## config.mk

```make
export PLATFORM = sky130hd
export DESIGN_NAME = ubg_baud_gen
export DESIGN_NICKNAME = d
export VERILOG_FILES = /design/src/pkg/ubg_pkg.sv /design/src/pkg/ubg_tick_if.sv /design/src/core/ubg_prescaler.sv /design/src/core/ubg_reload_timer.sv /design/src/core/ubg_baud_gen.sv
export VERILOG_INCLUDE_DIRS = /design/src /design/src/pkg
export SDC_FILE = /design/constraint.sdc
export NUM_CORES = 1
export LEC_CHECK = 0
export BUFFER_PORTS_ARGS = -buffer_cell sky130_fd_sc_hd__buf_2
export CAP_MARGIN = 15
export CORE_MARGIN = 5
export CORE_UTILIZATION = 37
export DETAILED_ROUTE_END_ITERATION = 10
export PLACE_DENSITY = 0.62
export SETUP_SLACK_MARGIN = 0.5
export SLEW_MARGIN = 5
export SYNTH_ARGS = -nofsm -noshare
export SYNTH_HDL_FRONTEND = slang
export SYNTH_SLANG_ARGS = --single-unit
```

## constraint.sdc

```tcl
create_clock -name clk_sys -period 4.1 [get_ports clk_sys]
set_clock_uncertainty 0.15 [all_clocks]
set_input_delay 0.82 -clock clk_sys [delete_from_list [all_inputs] [get_ports clk_sys]]
set_output_delay 0.82 -clock clk_sys [all_outputs]
set_load 0.02 [all_outputs]
```

## src/pkg/ubg_cfg.svh

```systemverilog
/*
  constants for the serial baud rate generator: register offsets, fields,
  reset values and prescale ratios.
  assumes it is included by bare name from design and testbench files.
*/
`ifndef UBG_CFG_SVH
`define UBG_CFG_SVH

// register byte offsets
`define UBG_OFF_CTRL      12'h000
`define UBG_OFF_RELOAD    12'h004
`define UBG_OFF_COUNT     12'h008
`define UBG_OFF_STATUS    12'h00c

// control register field positions
`define UBG_CTRL_RUN      0
`define UBG_CTRL_GATE     1
`define UBG_CTRL_GPOL     2
`define UBG_CTRL_T1M      3
`define UBG_CTRL_SCA_LO   4
`define UBG_CTRL_SCA_HI   5
`define UBG_CTRL_EXTIN    6

// status register field positions
`define UBG_STAT_OVF      0
`define UBG_STAT_TXB      1
`define UBG_STAT_RXB      2
`define UBG_STAT_EN       3

// reset values
`define UBG_CTRL_RST      7'h00
`define UBG_BYTE_RST      8'h00

// prescale ratios
`define UBG_DIV4          4
`define UBG_DIV12         12
`define UBG_DIV48         48
`define UBG_DIV_EXT       8

`endif

```

## src/pkg/ubg_pkg.sv

```systemverilog
/*
  types for the serial baud rate generator.
  assumes ubg_cfg.svh sits beside it.
*/
package ubg_pkg;
  // timer clock source codes, two-bit prescale select
  typedef enum logic [1:0] {
    UBG_SCA_DIV12 = 2'b00,
    UBG_SCA_DIV4  = 2'b01,
    UBG_SCA_DIV48 = 2'b10,
    UBG_SCA_EXT8  = 2'b11
  } ubg_sca_t;

  // start detector states
  typedef enum logic [1:0] {
    UBG_ST_IDLE  = 2'b00,
    UBG_ST_ARMED = 2'b01,
    UBG_ST_BUSY  = 2'b10
  } ubg_start_t;
endpackage

```

## src/pkg/ubg_tick_if.sv

```systemverilog
/*
  interface carrying timer clock ticks between the prescaler and the core.
  assumes one clock domain, clk_sys.
*/
`timescale 1ns/1ps
interface ubg_tick_if;
  logic tick_sys;    // undivided system clock tick
  logic tick_div4;   // one pulse per 4 clocks
  logic tick_div12;  // one pulse per 12 clocks
  logic tick_div48;  // one pulse per 48 clocks
  logic tick_ext8;   // one pulse per 8 external oscillator rising edges
  logic tick_pin;    // one pulse per external input rising edge
  modport src (output tick_sys, tick_div4, tick_div12, tick_div48, tick_ext8, tick_pin);
  modport dst (input  tick_sys, tick_div4, tick_div12, tick_div48, tick_ext8, tick_pin);
endinterface

```

## src/core/ubg_prescaler.sv

```systemverilog
/*
  prescaler: builds one-cycle enable pulses for every timer clock choice.
  assumes the external oscillator and external input are already synchronised.
*/
`timescale 1ns/1ps
`include "ubg_cfg.svh"
module ubg_prescaler (
  input  wire logic clk_sys,
  input  wire logic sys_rst,
  input  wire logic ext_osc_s,  // synchronised external oscillator level
  input  wire logic ext_pin_s,  // synchronised external count input
  ubg_tick_if.src   ticks
);
  import ubg_pkg::*;

  logic [5:0] div_cnt_r;  // shared system clock divider
  logic [2:0] ext_cnt_r;  // oscillator rising edges, wraps at 8
  logic       ext_d_r;    // previous external oscillator level
  logic       pin_d_r;    // previous external input level

  // one counter serves all three ratios, 48 being a multiple of 4 and 12
  always_ff @(posedge clk_sys) begin
    if (sys_rst) begin
      div_cnt_r <= 6'h00;
    end else if (div_cnt_r == 6'(`UBG_DIV48 - 1)) begin
      div_cnt_r <= 6'h00;
    end else begin
      div_cnt_r <= div_cnt_r + 6'h01;
    end
  end

  // edge history of the synchronised inputs
  always_ff @(posedge clk_sys) begin
    if (sys_rst) begin
      ext_d_r <= 1'b0;
      pin_d_r <= 1'b0;
    end else begin
      ext_d_r <= ext_osc_s;
      pin_d_r <= ext_pin_s;
    end
  end

  // divide by 8: one tick per eight full oscillator periods (rising edges)
  always_ff @(posedge clk_sys) begin
    if (sys_rst) begin
      ext_cnt_r <= 3'h0;
    end else if (ext_osc_s && !ext_d_r) begin
      ext_cnt_r <= ext_cnt_r + 3'h1;
    end
  end

  assign ticks.tick_sys   = 1'b1;
  assign ticks.tick_div4  = (div_cnt_r[1:0] == 2'h3);
  assign ticks.tick_div12 = ((div_cnt_r % 6'(`UBG_DIV12)) == 6'(`UBG_DIV12 - 1));
  assign ticks.tick_div48 = (div_cnt_r == 6'(`UBG_DIV48 - 1));
  assign ticks.tick_ext8  = ext_osc_s && !ext_d_r && (ext_cnt_r == 3'(`UBG_DIV_EXT - 1));
  assign ticks.tick_pin   = ext_pin_s && !pin_d_r;
endmodule

```

## src/core/ubg_reload_timer.sv

```systemverilog
/*
  one 8-bit auto-reload timer with its divide-by-two baud stage.
  assumes count enable and force inputs are on clk_sys.
*/
`timescale 1ns/1ps
module ubg_reload_timer #(
  parameter int WIDTH = 8
) (
  input  wire logic             clk_sys,
  input  wire logic             sys_rst,
  input  wire logic             cnt_en,     // one timer clock tick while running
  input  wire logic [WIDTH-1:0] reload,     // reload byte
  input  wire logic             force_ld,   // forced reload, clears baud stage
  input  wire logic             sw_wr,      // software write of the count
  input  wire logic [WIDTH-1:0] sw_data,    // value written by software
  output logic      [WIDTH-1:0] count,      // current count
  output logic                  ovf,        // overflow pulse
  output logic                  baud        // overflow rate halved
);
  // elaboration check: a one-bit timer cannot hold a useful reload
  if (WIDTH < 2) begin
    $error("timer width too small");
  end

  logic [WIDTH-1:0] cnt_r;   // running count
  logic             baud_r;  // toggle stage

  assign ovf   = cnt_en && (cnt_r == {WIDTH{1'b1}});
  assign count = cnt_r;
  assign baud  = baud_r;

  // count, reload on wrap, forced reload and software load
  always_ff @(posedge clk_sys) begin
    if (sys_rst) begin
      cnt_r <= '0;
    end else if (force_ld) begin
      cnt_r <= reload;
    end else if (sw_wr) begin
      cnt_r <= sw_data;
    end else if (ovf) begin
      cnt_r <= reload;
    end else if (cnt_en) begin
      cnt_r <= cnt_r + 1'b1;
    end
  end

  // toggle on each overflow, halving the rate
  always_ff @(posedge clk_sys) begin
    if (sys_rst || force_ld) begin
      baud_r <= 1'b0;
    end else if (ovf) begin
      baud_r <= ~baud_r;
    end
  end
endmodule

```

## src/core/ubg_baud_gen.sv

```systemverilog
/*
  serial port baud rate generator: timer 1 in 8-bit auto-reload mode drives
  a transmit and a hidden receive timer, each halved into a baud clock.
  assumes an APB master on clk_sys and asynchronous pins from outside.
*/
// The placing of the registers and the APB register port were left to the implementer.
`timescale 1ns/1ps
`include "ubg_cfg.svh"
module ubg_baud_gen (
  input  wire logic        clk_sys,
  input  wire logic        sys_rst,
  input  wire logic        psel,
  input  wire logic        penable,
  input  wire logic        pwrite,
  input  wire logic [11:0] paddr,
  input  wire logic [31:0] pwdata,
  output logic      [31:0] prdata,
  output logic             pready,
  output logic             pslverr,
  input  wire logic        external_osc_clock,
  input  wire logic        ext_count_pin,
  input  wire logic        ext_gate_pin,
  input  wire logic        rx_pin,
  output logic             tx_baud,
  output logic             rx_baud,
  output logic             tx_ovf,
  output logic             rx_ovf
);
  import ubg_pkg::*;

  // control and data registers
  logic       timer_run_bit_r;          // run enable
  logic       timer_gate_enable_r;      // gate by external level
  logic       gate_pol_r;               // active level of gate pin
  logic       timer1_core_system_clock_select_r;   // undivided system clock
  ubg_sca_t   timer_prescale_select_r;  // prescale field
  logic       ext_src_r;                // count external input pin
  logic [7:0] timer1_reload_byte_r;     // reload value
  logic       timer_overflow_flag_r;    // sticky overflow flag
  localparam logic [6:0] ctrl_rst_img = `UBG_CTRL_RST;  // control reset image

  // two-flop synchronisers for the pins
  logic [3:0] sync1_r;
  logic [3:0] sync2_r;
  always_ff @(posedge clk_sys) begin
    if (sys_rst) begin
      sync1_r <= 4'h0;
      sync2_r <= 4'h0;
    end else begin
      sync1_r <= {rx_pin, ext_gate_pin, ext_count_pin, external_osc_clock};
      sync2_r <= sync1_r;
    end
  end
  wire osc_s  = sync2_r[0];
  wire cpin_s = sync2_r[1];
  wire gate_s = sync2_r[2];
  wire rx_s   = sync2_r[3];

  // tick sources
  ubg_tick_if ticks ();
  ubg_prescaler u_pre (
    .clk_sys   (clk_sys),
    .sys_rst   (sys_rst),
    .ext_osc_s (osc_s),
    .ext_pin_s (cpin_s),
    .ticks     (ticks.src)
  );

  // clock source choice, used by the enable logic
  function automatic logic pick_tick(input logic t1m, input logic ext, input ubg_sca_t sca,
                                     input logic t_sys, input logic t4, input logic t12,
                                     input logic t48, input logic t8, input logic tp);
    if (ext) begin
      pick_tick = tp;
    end else if (t1m) begin
      pick_tick = t_sys;
    end else begin
      case (sca)
        UBG_SCA_DIV12: pick_tick = t12;
        UBG_SCA_DIV4:  pick_tick = t4;
        UBG_SCA_DIV48: pick_tick = t48;
        default:       pick_tick = t8;
      endcase
    end
  endfunction

  wire sel_tick = pick_tick(timer1_core_system_clock_select_r, ext_src_r, timer_prescale_select_r,
                            ticks.tick_sys, ticks.tick_div4, ticks.tick_div12,
                            ticks.tick_div48, ticks.tick_ext8, ticks.tick_pin);

  // run gating: run bit and either no gate or gate pin at active level
  wire timer_en = timer_run_bit_r && (!timer_gate_enable_r || (gate_s == gate_pol_r));
  wire cnt_tick = timer_en && sel_tick;

  // start detector: falling edge of idle-high receive line
  logic       rx_d_r;
  ubg_start_t st_r;
  logic       rx_force_r;
  always_ff @(posedge clk_sys) begin
    if (sys_rst) begin
      rx_d_r <= 1'b1;
    end else begin
      rx_d_r <= rx_s;
    end
  end
  // one force per start; rearm once the line is high again
  always_ff @(posedge clk_sys) begin
    if (sys_rst) begin
      st_r       <= UBG_ST_IDLE;
      rx_force_r <= 1'b0;
    end else begin
      rx_force_r <= 1'b0;
      case (st_r)
        UBG_ST_IDLE: begin
          if (rx_s) st_r <= UBG_ST_ARMED;
        end
        UBG_ST_ARMED: begin
          if (rx_d_r && !rx_s && timer_en) begin
            rx_force_r <= 1'b1;
            st_r       <= UBG_ST_BUSY;
          end
        end
        default: begin
          if (rx_s) st_r <= UBG_ST_ARMED;
        end
      endcase
    end
  end

  // apb decode
  wire acc     = psel && penable;
  wire wr_acc  = acc && pwrite;
  wire rd_acc  = acc && !pwrite;
  wire wr_cnt  = wr_acc && (paddr == `UBG_OFF_COUNT);

  // transmit timer, the software visible low count
  logic [7:0] timer1_low_count;
  logic       tx_ovf_w;
  logic       tx_baud_w;
  ubg_reload_timer #(.WIDTH(8)) u_tx (
    .clk_sys  (clk_sys),
    .sys_rst  (sys_rst),
    .cnt_en   (cnt_tick),
    .reload   (timer1_reload_byte_r),
    .force_ld (1'b0),
    .sw_wr    (wr_cnt),
    .sw_data  (pwdata[7:0]),
    .count    (timer1_low_count),
    .ovf      (tx_ovf_w),
    .baud     (tx_baud_w)
  );

  // hidden receive copy: no software path to it
  logic       rx_ovf_w;
  logic       rx_baud_w;
  logic [7:0] rx_low_count;  // hidden count, watched by assertions only
  ubg_reload_timer #(.WIDTH(8)) u_rx (
    .clk_sys  (clk_sys),
    .sys_rst  (sys_rst),
    .cnt_en   (cnt_tick),
    .reload   (timer1_reload_byte_r),
    .force_ld (rx_force_r),
    .sw_wr    (1'b0),
    .sw_data  (8'h00),
    .count    (rx_low_count),
    .ovf      (rx_ovf_w),
    .baud     (rx_baud_w)
  );

  // register writes
  always_ff @(posedge clk_sys) begin
    if (sys_rst) begin
      // field by field from the reset image, so the enum keeps its type
      timer_run_bit_r         <= ctrl_rst_img[`UBG_CTRL_RUN];
      timer_gate_enable_r     <= ctrl_rst_img[`UBG_CTRL_GATE];
      gate_pol_r              <= ctrl_rst_img[`UBG_CTRL_GPOL];
      timer1_core_system_clock_select_r  <= ctrl_rst_img[`UBG_CTRL_T1M];
      timer_prescale_select_r <= ubg_sca_t'(ctrl_rst_img[`UBG_CTRL_SCA_HI:`UBG_CTRL_SCA_LO]);
      ext_src_r               <= ctrl_rst_img[`UBG_CTRL_EXTIN];
      timer1_reload_byte_r <= `UBG_BYTE_RST;
    end else if (wr_acc) begin
      if (paddr == `UBG_OFF_CTRL) begin
        timer_run_bit_r         <= pwdata[`UBG_CTRL_RUN];
        timer_gate_enable_r     <= pwdata[`UBG_CTRL_GATE];
        gate_pol_r              <= pwdata[`UBG_CTRL_GPOL];
        timer1_core_system_clock_select_r  <= pwdata[`UBG_CTRL_T1M];
        timer_prescale_select_r <= ubg_sca_t'(pwdata[`UBG_CTRL_SCA_HI:`UBG_CTRL_SCA_LO]);
        ext_src_r               <= pwdata[`UBG_CTRL_EXTIN];
      end else if (paddr == `UBG_OFF_RELOAD) begin
        timer1_reload_byte_r <= pwdata[7:0];
      end
    end
  end

  // overflow flag: set wins over software clear (write 1 to clear)
  always_ff @(posedge clk_sys) begin
    if (sys_rst) begin
      timer_overflow_flag_r <= 1'b0;
    end else if (tx_ovf_w) begin
      timer_overflow_flag_r <= 1'b1;
    end else if (wr_acc && paddr == `UBG_OFF_STATUS && pwdata[`UBG_STAT_OVF]) begin
      timer_overflow_flag_r <= 1'b0;
    end
  end

  // read data and answer, zero wait states
  always_ff @(posedge clk_sys) begin
    if (sys_rst) begin
      prdata  <= 32'h0000_0000;
      pready  <= 1'b0;
      pslverr <= 1'b0;
    end else begin
      pready  <= psel && !penable;
      pslverr <= 1'b0;
      prdata  <= 32'h0000_0000;
      if (psel && !penable) begin
        if (paddr == `UBG_OFF_CTRL) begin
          prdata <= {25'h0, ext_src_r, timer_prescale_select_r, timer1_core_system_clock_select_r,
                     gate_pol_r, timer_gate_enable_r, timer_run_bit_r};
        end else if (paddr == `UBG_OFF_RELOAD) begin
          prdata <= {24'h0, timer1_reload_byte_r};
        end else if (paddr == `UBG_OFF_COUNT) begin
          prdata <= {24'h0, timer1_low_count};
        end else if (paddr == `UBG_OFF_STATUS) begin
          prdata <= {28'h0, timer_en, rx_baud_w, tx_baud_w, timer_overflow_flag_r};
        end else begin
          pslverr <= 1'b1;  // unmapped address
        end
      end
    end
  end

  // registered baud and overflow outputs
  always_ff @(posedge clk_sys) begin
    if (sys_rst) begin
      tx_baud <= 1'b0;
      rx_baud <= 1'b0;
      tx_ovf  <= 1'b0;
      rx_ovf  <= 1'b0;
    end else begin
      tx_baud <= tx_baud_w;
      rx_baud <= rx_baud_w;
      tx_ovf  <= tx_ovf_w;
      rx_ovf  <= rx_ovf_w;
    end
  end
endmodule

```

# Word level (Yosys, flattened, before mapping)
# Index checks and enable logic that the tools add are counted.
dict set report word_totals {
  reg_bits 95
  in_bits 53
}
dict set report classes {
  addsub 4
  n_div 1
  n_eq_ne 14
  n_mux 20
  bitwise 5
  n_reduce_logical 36
}
# cell n
set op_table {}
lappend op_table {{$mux 8} 8}
lappend op_table {{$eq 12x4->1 const B} 2}
lappend op_table {{$add 8x1->8 const B} 2}
lappend op_table {{$eq 8x8->1 const B} 2}
lappend op_table {{$logic_and 1x1->1} 15}
lappend op_table {{$eq 12x3->1 const B} 1}
lappend op_table {{$logic_not 12->1} 1}
lappend op_table {{$mux 7} 1}
lappend op_table {{$add 6x1->6 const B} 1}
lappend op_table {{$eq 6x4->1 const B} 1}
lappend op_table {{$eq 6x6->1 const B} 1}
lappend op_table {{$mod 6x4->6 const B} 1}
lappend op_table {{$mux 1} 6}
lappend op_table {{$mux 2} 3}
lappend op_table {{$reduce_bool 3->1} 2}
lappend op_table {{$reduce_or 2->1} 3}
lappend op_table {{$logic_not 1->1} 5}
lappend op_table {{$not 1->1} 5}
lappend op_table {{$reduce_or 5->1} 1}
lappend op_table {{$eq 2x1->1 const B} 2}
lappend op_table {{$eq 2x2->1 const B} 2}
lappend op_table {{$mux 4} 1}
lappend op_table {{$reduce_and 2->1} 2}
lappend op_table {{$reduce_bool 2->1} 2}
lappend op_table {{other kinds (9)} 10}

# Depth between registers and ports, before layout
# Gate-level depths: netlist (run 1).
dict set report logic_depth {
  word_depth 10
  depth_mapped 9
  depth_no_buf 7
}

# Modules after synthesis
# Synthesis (run 1) repeated with hierarchy kept, for this count alone.
dict set report hier_totals {
  hier_cells 451
  area_unflattened_um2 3928.8
}
# mod n_inst cells_each area_each_um2 seq_area_each_um2
set by_module_without_submodules {}
lappend by_module_without_submodules {ubg_baud_gen 1 183 1824.2 840.8}
lappend by_module_without_submodules {ubg_reload_timer 2 105 765.7 180.2}
lappend by_module_without_submodules {ubg_prescaler 1 58 573.0 220.2}

# Worst setup path before layout (run 1)
# OpenSTA, ideal clock, no wires.
dict set report synth_timing {
  path_kind {input to register}
  startpoint {input port paddr[7]}
  endpoint {register u_tx.cnt_r[2] (netlist: u_tx.count[2])}
  setup_ns 0.124
  arrival_time_ns 2.497
  required_ns 3.826
  slack_ns 1.329
  cell_stages 7
  cell_sequence {or4_4 -> nor4_4 -> nand4_4 -> or3_4 -> buf_6 -> nand2_1 -> o32ai_1}
}
dict set report synth_between {
  elab_chain_len 3
  elab_cells_between_ends 4
  classes_between {eq/ne (1); mux (1); reduce/logical (2)}
}
# item line
set synth_rtl {}
lappend synth_rtl {{from (decl)} ubg_baud_gen.sv:15} ;# input wire logic [11:0] paddr,
lappend synth_rtl {{$eq 12x4->1 (no source line) (*)} n/a}
lappend synth_rtl {{$logic_and 1x1->1 (*)} ubg_baud_gen.sv:134} ;# wire wr_cnt = wr_acc && (paddr == `UBG_OFF_COUNT);
lappend synth_rtl {{$reduce_bool 3->1 (no source line) / $mux 8 (equally long branches)} n/a}
lappend synth_rtl {{to (signal assigned)} ubg_reload_timer.sv:39} ;# cnt_r <= sw_data;
lappend synth_rtl {{to (signal assigned)} ubg_reload_timer.sv:41} ;# cnt_r <= reload;
lappend synth_rtl {{to (signal assigned)} ubg_reload_timer.sv:43} ;# cnt_r <= cnt_r + 1'b1;
lappend synth_rtl {{to (decl)} ubg_reload_timer.sv:25} ;# logic [WIDTH-1:0] cnt_r;
# Mark *: on every way between the ends. The rest lies on a longest branch, timed or not.
# A chain may end at the register's enable or synchronous reset.

# Final worst setup path (run 1)
dict set report layout_timing {
  startpoint {register gate_pol_r}
  endpoint {register u_tx.cnt_r[6] (netlist: u_tx.count[6])}
}
dict set report layout_between {
  elab_chain_len 7
  elab_cells_between_ends 8
  classes_between {eq/ne (1); mux (2); reduce/logical (5)}
}
# item line
set layout_rtl {}
lappend layout_rtl {{from (decl)} ubg_baud_gen.sv:34} ;# logic gate_pol_r;
lappend layout_rtl {{from (signal assigned)} ubg_baud_gen.sv:176} ;# gate_pol_r <= ctrl_rst_img[`UBG_CTRL_GPOL];
lappend layout_rtl {{from (signal assigned)} ubg_baud_gen.sv:185} ;# gate_pol_r <= pwdata[`UBG_CTRL_GPOL];
lappend layout_rtl {{$eq 1x1->1 (*)} ubg_baud_gen.sv:92} ;# wire timer_en = timer_run_bit_r && (!timer_gate_enable_r || (gate_s == gate_pol_r));
lappend layout_rtl {{$logic_or 1x1->1 (*)} ubg_baud_gen.sv:92}
lappend layout_rtl {{$logic_and 1x1->1 (*)} ubg_baud_gen.sv:92}
lappend layout_rtl {{$logic_and 1x1->1 (*)} ubg_baud_gen.sv:93} ;# wire cnt_tick = timer_en && sel_tick;
lappend layout_rtl {{$logic_and 1x1->1} ubg_reload_timer.sv:28} ;# assign ovf = cnt_en && (cnt_r == {WIDTH{1'b1}});
lappend layout_rtl {{$mux 8} ubg_reload_timer.sv:40} ;# end else if (ovf) begin
lappend layout_rtl {{$mux 8} ubg_reload_timer.sv:38} ;# end else if (sw_wr) begin
lappend layout_rtl {{to (signal assigned)} ubg_reload_timer.sv:37} ;# cnt_r <= reload;
lappend layout_rtl {{to (signal assigned)} ubg_reload_timer.sv:39}
lappend layout_rtl {{to (signal assigned)} ubg_reload_timer.sv:41}
# Marks and branches as above.

==> results of run 1 <==
==> layout make-up <==
class / count / area, um2
clock buffer: 11 / 141
sequential: 71 / 1420
multi-input combinational: 283 / 1820
tap: 111 / 139
inverter: 11 / 41.3
clock inverter: 5 / 81.3
fill: 925 / 5320
timing repair buffer: 45 / 233
==> flip-flops by register name (all words and copies together) (netlist names), 2 cells and up <==
| name | cells |
|---|---|
| sync1_r | 4 |
| u_pre.div_cnt_r | 6 |
| u_tx.count | 8 |
| prdata | 8 |
| u_pre.ext_cnt_r | 3 |
| st_r | 2 |
| u_rx.count | 8 |
| sync2_r | 4 |
| timer1_reload_byte_r | 8 |
| timer_prescale_select_r | 2 |
==> per-layer routing <==
layer,global-route usage,wire (um),vias up
met3,0.0373,426,11
met2,0.229,3720,70
met1,0.181,3510,1282
met4,0.0621,175,0
met5,0,0,-
li1,-,-,1384
==> cell usage in the layout, fill, tap and decap left out, drive strengths merged, types with 6 or more instances in the layout <==
| cell type | count |
|---|---|
| dfxtp | 71 |
| nor2 | 49 |
| buf | 45 |
| mux2i | 28 |
| conb | 24 |
| nand2 | 23 |
| nor2b | 18 |
| nand3 | 17 |
| a21oi | 15 |
| a211oi | 12 |
| clkbuf | 11 |
| inv | 10 |
| xnor2 | 8 |
| o21ai | 8 |
| xor2 | 6 |
| o22ai | 6 |
| ha | 6 |
==> power by group <==
part / internal, mW / switching [mW]
registers: 0.700 / 0.00761
logic: 0.0270 / 0.0607
clock network: 0.359 / 0.266
==> worst reg2reg max path: cells and delay by family, from the launching register on <==
kind             cells  cell delay [ps]
AO/OA/AOI/OAI        4             1770
XOR/XNOR             1              180
AND/OR/NAND/NOR      1              340
flip-flops           1              340
==> path summary, 6_finish.rpt <==
check	cells past startpoint	endpoint	start
worst min register to register	1	sync2_r[2]	sync1_r[2]
worst max-delay path	6	u_tx.count[6]	gate_pol_r
worst min-delay path	1	sync2_r[2]	sync1_r[2]
worst max register to register	6	u_tx.count[6]	gate_pol_r
==> cell families (layout without fill, tap and decap cells) <==
logic type / Yosys count / after routing
AO/OA/AOI/OAI: 67 / 67
buffers and inverters: 54 / 72
other: 1 / 24
adder cells (fa/ha/maj): 6 / 6
XOR/XNOR: 14 / 14
multiplexers: 29 / 29
flip-flops: 71 / 71
AND/OR/NAND/NOR: 143 / 143
==> flow_summary.json, run 1 <==
{
  "yosysTopAreaCell": "dfxtp_1",
  "grt_pass1_wl_mm": 13.0,
  "max_slew_margin": 0.591,
  "area_growth_pct": 11.7,
  "clock-sinks": 71,
  "synthAdderAreaFrac": 0.0216,
  "dpl_worst_slack_ps": 977,
  "slowest_delay_ps": 590,
  "synth-xor-area-share": 0.0353,
  "hold_viol": 0,
  "wl_per_cell_um": 14.6,
  "synth_top_area_frac": 0.409,
  "synth_most_common_cell": "dfxtp_1",
  "ir_drop_mv": 0.186,
  "cp_max_fo": 10,
  "die_w_um": 107,
  "synthArstFlopShare": 0,
  "synth_area_leaders": "dfxtp_1 (41%), mux2i_1 (8.1%), buf_4 (5.4%)",
  "status": "finished clean",
  "htreeDepth": 3,
  "maxCapViolations": 0,
  "tns_ps": 0,
  "fin_ws_ps": 1180,
  "dp_cells": 521,
  "avgSynthCellArea_um2": 9.02,
  "yosys.area_share.simple": 0.217,
  "die_h_um": 107,
  "portBuffers": 42,
  "hold_class": "register to register",
  "numCtsBuffers": 9,
  "fin_nets": 480,
  "synth.distinct_cells": 62,
  "fin_crit_sh": 0.712,
  "holdBufCountCts": 0,
  "cts-root-buf": "clkbuf_8",
  "clock.fmax_mhz": 343,
  "fp.dieArea_um2": 11400,
  "worst_setup_path_start_kind": "register",
  "fp.coreArea_um2": 9200,
  "antenna_found_initial": 0,
  "holdWs_ps": 288,
  "crit_type": "register to register",
  "cts.path.max_buffers": 2,
  "endpoint_kind": "register",
  "setup_viol_count_final": 0,
  "final_cells": 537,
  "rows": 35,
  "clkTransAtPathRegs_ps": 80,
  "synth_mux_area_frac": 0.0839,
  "required_ps": 4160,
  "report.power.total_mw": 1.42,
  "cts_resized": 0,
  "path_buf_inv": 0,
  "routed_via_density": 5.12,
  "gp_congestion": 0.868,
  "synth_cells": 385,
  "p_leak_nw": 1.63,
  "synth_warnings": 0,
  "grt_overflow_total": 0,
  "slowest_stage": "a2111oi_0",
  "netlist_area_um2": 3470,
  "power.density_nw_per_um2": 366,
  "ys.flop_type": "dfxtp_1",
  "path_delay_family": "compound AO/OA/AOI/OAI gates",
  "vias": 2747,
  "synth_common_cells": "dfxtp_1 (71), nor2_1 (49), mux2i_1 (28), buf_4 (25), nand2_1 (23)",
  "hpwl_mm": 5.77,
  "start_util": 0.378,
  "cts_setup_buffers": 0,
  "grt_usage": 0.143,
  "tightestPinTransition_ps": 613,
  "final_core_util": 0.422,
  "placed_area_um2": 3660,
  "cts_tree": "built",
  "drv_slew": 0,
  "min_period_ps": 2920,
  "fin_area_um2": 3880,
  "drive_above_1_share": 0.171,
  "wl_mm": 7.84,
  "grt_pass1_vias": 2653,
  "drtPass1Iterations": 4,
  "synth-edff-count": 0,
  "drt_iter0_markers": 131,
  "synth_compound_gate_area_share": 0.142,
  "synth_top_family_by_area": "simple AND/OR/NAND/NOR gates",
  "synth_seq_area_share": 0.409,
  "antennaDiodeCount": 0,
  "insertion_delay_ps": 340,
  "ys_seq_elements": 71,
  "ioPinCount": 91,
  "ant_nets": 0,
  "path_cells": "xor2_1, a221oi_1, o41a_1, nand2_1, a2111oi_0, a2111oi_2",
  "rsz0062_at_grt": "no",
  "drc_errors": 0,
  "arrival_ps": 2970,
  "grt_max_degree": 33,
  "rrSetupSlack_ps": 1180
}
(Power assumes the default switching activity.)
==> run 2: changes to the inputs <==
--- a/config.mk
+++ b/config.mk
@@ -11,7 +11,7 @@
 export CORE_MARGIN = 5
 export CORE_UTILIZATION = 37
 export DETAILED_ROUTE_END_ITERATION = 10
-export PLACE_DENSITY = 0.62
+export PLACE_DENSITY = 0.65
 export SETUP_SLACK_MARGIN = 0.5
 export SLEW_MARGIN = 5
 export SYNTH_ARGS = -nofsm -noshare
==> constraint.sdc (replaced) <==
create_clock -name clk_sys -period 2.4 [get_ports clk_sys]
set_clock_uncertainty 0.15 [all_clocks]
set_input_delay 0.48 -clock clk_sys [delete_from_list [all_inputs] [get_ports clk_sys]]
set_output_delay 0.48 -clock clk_sys [all_outputs]
set_load 0.02 [all_outputs]
==> run 2 against run 1 <==
  * Final cell count rose by 5.0%
  * Combinational power up 110%
  * Hold slack worse by 110 ps
  * Design area is 13% higher
  * Count of clock-buffer cells in the layout is 2 lower
  * Global-route usage up 0.63 points
  * Sequential share of layout area down 4.0 points
  * First-iteration DRC count down 21%
  * Clock power up 65%
  * Critical path depth increased by 2
  * Sequential power rose by 71%
  * Via count up 5.3%
  * Critical path type is now input pin to register
  * Critical endpoint is now u_tx.count[2]
  * Highest routed layer unchanged
==> flow_summary.json, run 2 (synthesis results as in run 1) <==
{
  "status": "finished clean",
  "crit_type": "input pin to register",
  "drv_slew": 0,
  "insertion_delay_ps": 350,
  "fp.dieArea_um2": 11400,
  "arrival_ps": 2400,
  "p_leak_nw": 1.84,
  "cts.path.max_buffers": 2,
  "vias": 2893,
  "fin_ws_ps": 80.6,
  "grt_overflow_total": 0,
  "layout_common_cells": "dfxtp_1 (64), nor2_1 (46), buf_2 (41), mux2i_1 (28), conb_1 (24)",
  "r2r_cells": 8,
  "ir_drop_mv": 0.354,
  "area_growth_pct": 26.3,
  "grt_pass1_vias": 2689,
  "hold_viol": 0,
  "rrSetupSlack_ps": 120,
  "fin_nets": 508,
  "gp_congestion": 0.846,
  "rows": 35,
  "clock.fmax_mhz": 431,
  "wl_mm": 8.37,
  "worstSetupStartpoint": "paddr[7]",
  "r2r-start": "u_pre.ext_cnt_r[1]",
  "min_period_ps": 2320,
  "drtPass1Iterations": 4,
  "clock-sinks": 71,
  "tightestPinTransition_ps": 630,
  "endpoint_kind": "register",
  "cp_max_fo": 5,
  "fp.coreArea_um2": 9200,
  "ant_nets": 0,
  "antennaDiodeCount": 0,
  "grt_max_degree": 20,
  "worst_setup_path_start_kind": "input pin",
  "power.density_nw_per_um2": 551,
  "report.power.total_mw": 2.42,
  "rsz0062_at_grt": "yes",
  "numCtsBuffers": 9,
  "use_met2": 0.234,
  "die_w_um": 107,
  "drt_iter0_markers": 104,
  "clkTransAtPathRegs_ps": 80,
  "htreeDepth": 3,
  "die_h_um": 107,
  "dpl_worst_slack_ps": -249,
  "cts-root-buf": "clkbuf_8",
  "grt_pass1_wl_mm": 13.4,
  "antenna_found_initial": 0,
  "fin_crit_sh": 0.966,
  "routed_via_density": 5.13,
  "maxCapViolations": 0,
  "wl_per_cell_um": 14.8,
  "hold_class": "input pin to register",
  "endpoint": "u_tx.count[2]",
  "grt_usage": 0.149,
  "drc_errors": 0,
  "fillCellCount": 853,
  "cts_tree": "built",
  "max_slew_margin": 0.580,
  "met3_usage": 0.0391,
  "grt-busiest-layer": "met2",
  "setup_viol_count_final": 0,
  "multi_input_area_um2": 2080,
  "portBuffers": 42,
  "final_core_util": 0.477,
  "drive_above_1_share": 0.309,
  "hpwl_mm": 6.03,
  "grtUsageMet1": 0.196,
  "start_util": 0.378,
  "ioPinCount": 91,
  "layout_commonest_cell": "dfxtp_1",
  "r2r_end": "u_rx.count[6]",
  "required_ps": 2480,
  "ff_latch_area_um2": 1430
}
run 2: critical path: stages:
cell     delay (ps)
buf_6            90
or4_4           540
nor4_4          360
nand4_4         160
buf_6           150
or3_4           390
nand2_4         120
o32ai_2         100
run 2: worst min-delay path by stage:
stage | start | to | slack [ps] | cells after the start
floorplan | sync1_r[0] | sync2_r[0] | 260 | 1
global placement | sync1_r[1] | sync2_r[1] | 270 | 1
detailed placement | sync1_r[3] | sync2_r[3] | 270 | 1
CTS | rx_pin | sync1_r[3] | 170 | 2
global route | ext_count_pin | sync1_r[1] | 180 | 2
finish | ext_count_pin | sync1_r[1] | 180 | 2
run 2: cell type report:
type | count | share of cell area
flip-flops and latches | 71 | 0.327
multi-input cells | 284 | 0.473
inverters | 11 | 0.00942
repair buffers | 72 | 0.111
clock inverters | 6 | 0.0197
well taps | 111 | 0.0317
clock buffers | 9 | 0.0282
run 2: routing by layer:
layer / vias to the layer above / wire length, um
met2: 80 / 3910
met4: 0 / 159
li1: 1435 / -
met3: 14 / 625
met1: 1364 / 3680
met5: - / 0
run 2: stage by stage:
step           hold WS, ps  cells  TNS, ps  area (um2)
5_1_grt                178    564        0        4390
2_1_floorplan          264    408    -49.2        3650
3_5_place_dp           271    538    -4320        3870
3_3_place_gp           267    538    -3810        3870
4_1_cts                171    561        0        4260
6_report               183    564        0        4390
run 2: power by group:
group | switching, mW | leakage, nW | total, mW | internal, mW
Clock | 0.448 | 0.105 | 1.03 | 0.577
Sequential | 0.0140 | 0.579 | 1.21 | 1.20
Combinational | 0.119 | 1.15 | 0.181 | 0.0621
run 2: repair_timing:
| action | CTS | global route |
|---|---|---|
| hold buffers | 0 | 0 |
| buffers inserted | 7 | 3 |
| endpoints found under the setup margin | 38 | 39 |
| pin swaps | 11 | 14 |
| hold endpoints to repair | 0 | 0 |
| gates cloned | 1 | 0 |
| resized for setup | 26 | 22 |
==> run 3: changes to the inputs <==
--- a/config.mk
+++ b/config.mk
@@ -8,6 +8,7 @@
 export LEC_CHECK = 0
 export BUFFER_PORTS_ARGS = -buffer_cell sky130_fd_sc_hd__buf_2
 export CAP_MARGIN = 15
+export CORE_ASPECT_RATIO = 2
 export CORE_MARGIN = 5
 export CORE_UTILIZATION = 37
 export DETAILED_ROUTE_END_ITERATION = 10
==> run 3 against run 2 <==
  * Utilization rose by 3.6 points
  * Final cell count rose by 0.18%
  * Count of clock-buffer cells in the layout rose by 3
  * Design area rose by 8.2%
==> flow_summary.json, run 3 (synthesis results as in run 1) <==
{
  "min_to": "sync1_r[0]",
  "setup_viol_count_final": 0,
  "die_w_um": 78.5,
  "grt_usage": 0.166,
  "maxCapViolations": 0,
  "wl_per_cell_um": 17.2,
  "ioPinCount": 91,
  "grt_pass1_vias": 3055,
  "holdBufCountCts": 0,
  "clkTransAtPathRegs_ps": 50,
  "crit_type": "register to register",
  "portBuffers": 42,
  "fin_nets": 516,
  "min_period_ps": 2280,
  "arrival_ps": 2360,
  "numCtsBuffers": 9,
  "drive_above_1_share": 0.362,
  "die_h_um": 147,
  "fin_crit_sh": 0.951,
  "drt_iter0_markers": 203,
  "hold_start": "external_osc_clock",
  "rrSetupSlack_ps": 120,
  "status": "finished clean",
  "endpoint_kind": "register",
  "cts_tree": "built",
  "power.density_nw_per_um2": 577,
  "fin_ws_ps": 117,
  "r2r_end": "u_tx.count[6]",
  "wl_mm": 9.71,
  "required_ps": 2480,
  "grt_pass1_wl_mm": 14.8,
  "area_growth_pct": 36.7,
  "ant_nets": 0,
  "insertion_delay_ps": 340,
  "antenna_found_initial": 0,
  "tightestPinTransition_ps": 732,
  "r2r-start": "u_pre.div_cnt_r[0]",
  "final_core_util": 0.513,
  "routed_via_density": 5.43,
  "vias": 3068,
  "hold_class": "input pin to register",
  "clock.fmax_mhz": 438,
  "rsz0062_at_grt": "yes",
  "htreeDepth": 3,
  "cts.path.max_buffers": 2,
  "drv_slew": 0,
  "hpwl_mm": 6.69,
  "layout_commonest_cell": "dfxtp_1",
  "layout_common_cells": "dfxtp_1 (62), nor2_1 (43), buf_2 (41), mux2i_1 (25), conb_1 (24)",
  "dpl_worst_slack_ps": -209,
  "fp.dieArea_um2": 11500,
  "cp_max_fo": 5,
  "grt_max_degree": 25,
  "hold_path_depth": 2,
  "drtPass1Iterations": 4,
  "antennaDiodeCount": 0,
  "rows": 50,
  "ir_drop_mv": 0.350,
  "clock-sinks": 71,
  "r2r_cells": 9,
  "hold_viol": 0,
  "p_leak_nw": 1.94,
  "gp_congestion": 0.964,
  "cts-root-buf": "clkbuf_16",
  "grt_overflow_total": 0,
  "max_slew_margin": 0.511,
  "fp.coreArea_um2": 9260,
  "drc_errors": 0,
  "start_util": 0.375,
  "worst_setup_path_start_kind": "register",
  "tns_ps": 0
}
-- run 3: how the worst max path moves through the flow --
stage                       start                    endpoint  slack [ps]  depth (start not counted)
2_1_floorplan            paddr[7]                   ext_src_r          -5                          7
3_3_place_gp             paddr[7]  timer_prescale_select_r[0]        -190                          8
3_5_place_dp             paddr[7]  timer_prescale_select_r[0]        -210                          8
4_1_cts        u_pre.div_cnt_r[1]               u_rx.count[6]         170                          8
5_1_grt        u_pre.div_cnt_r[0]               u_tx.count[6]         -20                          9
6_report       u_pre.div_cnt_r[0]               u_tx.count[6]         120                          9
-- run 3: final cells by class --
cell class              instances  area [um2]
fillers                       819        4510
clock inverters                 3        42.5
repair buffers                 80         596
clock buffers                  12         256
flip-flops and latches         71        1450
multi-input cells             284        2240
well taps                     104         130
inverters                      11        41.3
-- run 3: critical path: stages, from the launching register on --
cell and delay [ps]:
dfxtp_4 350, ha_4 140, buf_4 120, nand3_4 70, nor3_1 210, o41a_1 240, buf_6 150, nand2_8 70
or3_1 350, a2111oi_2 320
-- run 3: where the power goes --
part | internal (mW) | total, mW | switching [mW]
clock network | 0.853 | 1.33 | 0.477
logic | 0.0706 | 0.199 | 0.129
registers | 1.20 | 1.21 | 0.0144
-- run 3: metrics by stage --
| stage | instances | cell area (um2) | total power, mW | hold slack (ps) |
|---|---|---|---|---|
| 3_5_place_dp | 527 | 3830 | 1.40 | 275 |
| 5_1_grt | 565 | 4750 | 2.84 | 227 |
| 6_report | 565 | 4750 | 2.74 | 201 |
| 2_1_floorplan | 408 | 3650 | 1.37 | 264 |
| 4_1_cts | 556 | 4380 | 2.75 | 194 |
| 3_3_place_gp | 527 | 3830 | 1.39 | 267 |
-- run 3: metal layers --
layer,wire (um),track usage
met5,0,0
met4,889,0.147
met1,3310,0.159
met3,350,0.0288
met2,5160,0.295
-- run 3: what timing repair did --
action / 4_1_cts / 5_1_grt
pin swaps: 11 / 25
setup endpoints to repair: 36 / 44
gates resized for setup: 27 / 61
setup buffers: 13 / 8
cloned: 1 / 1
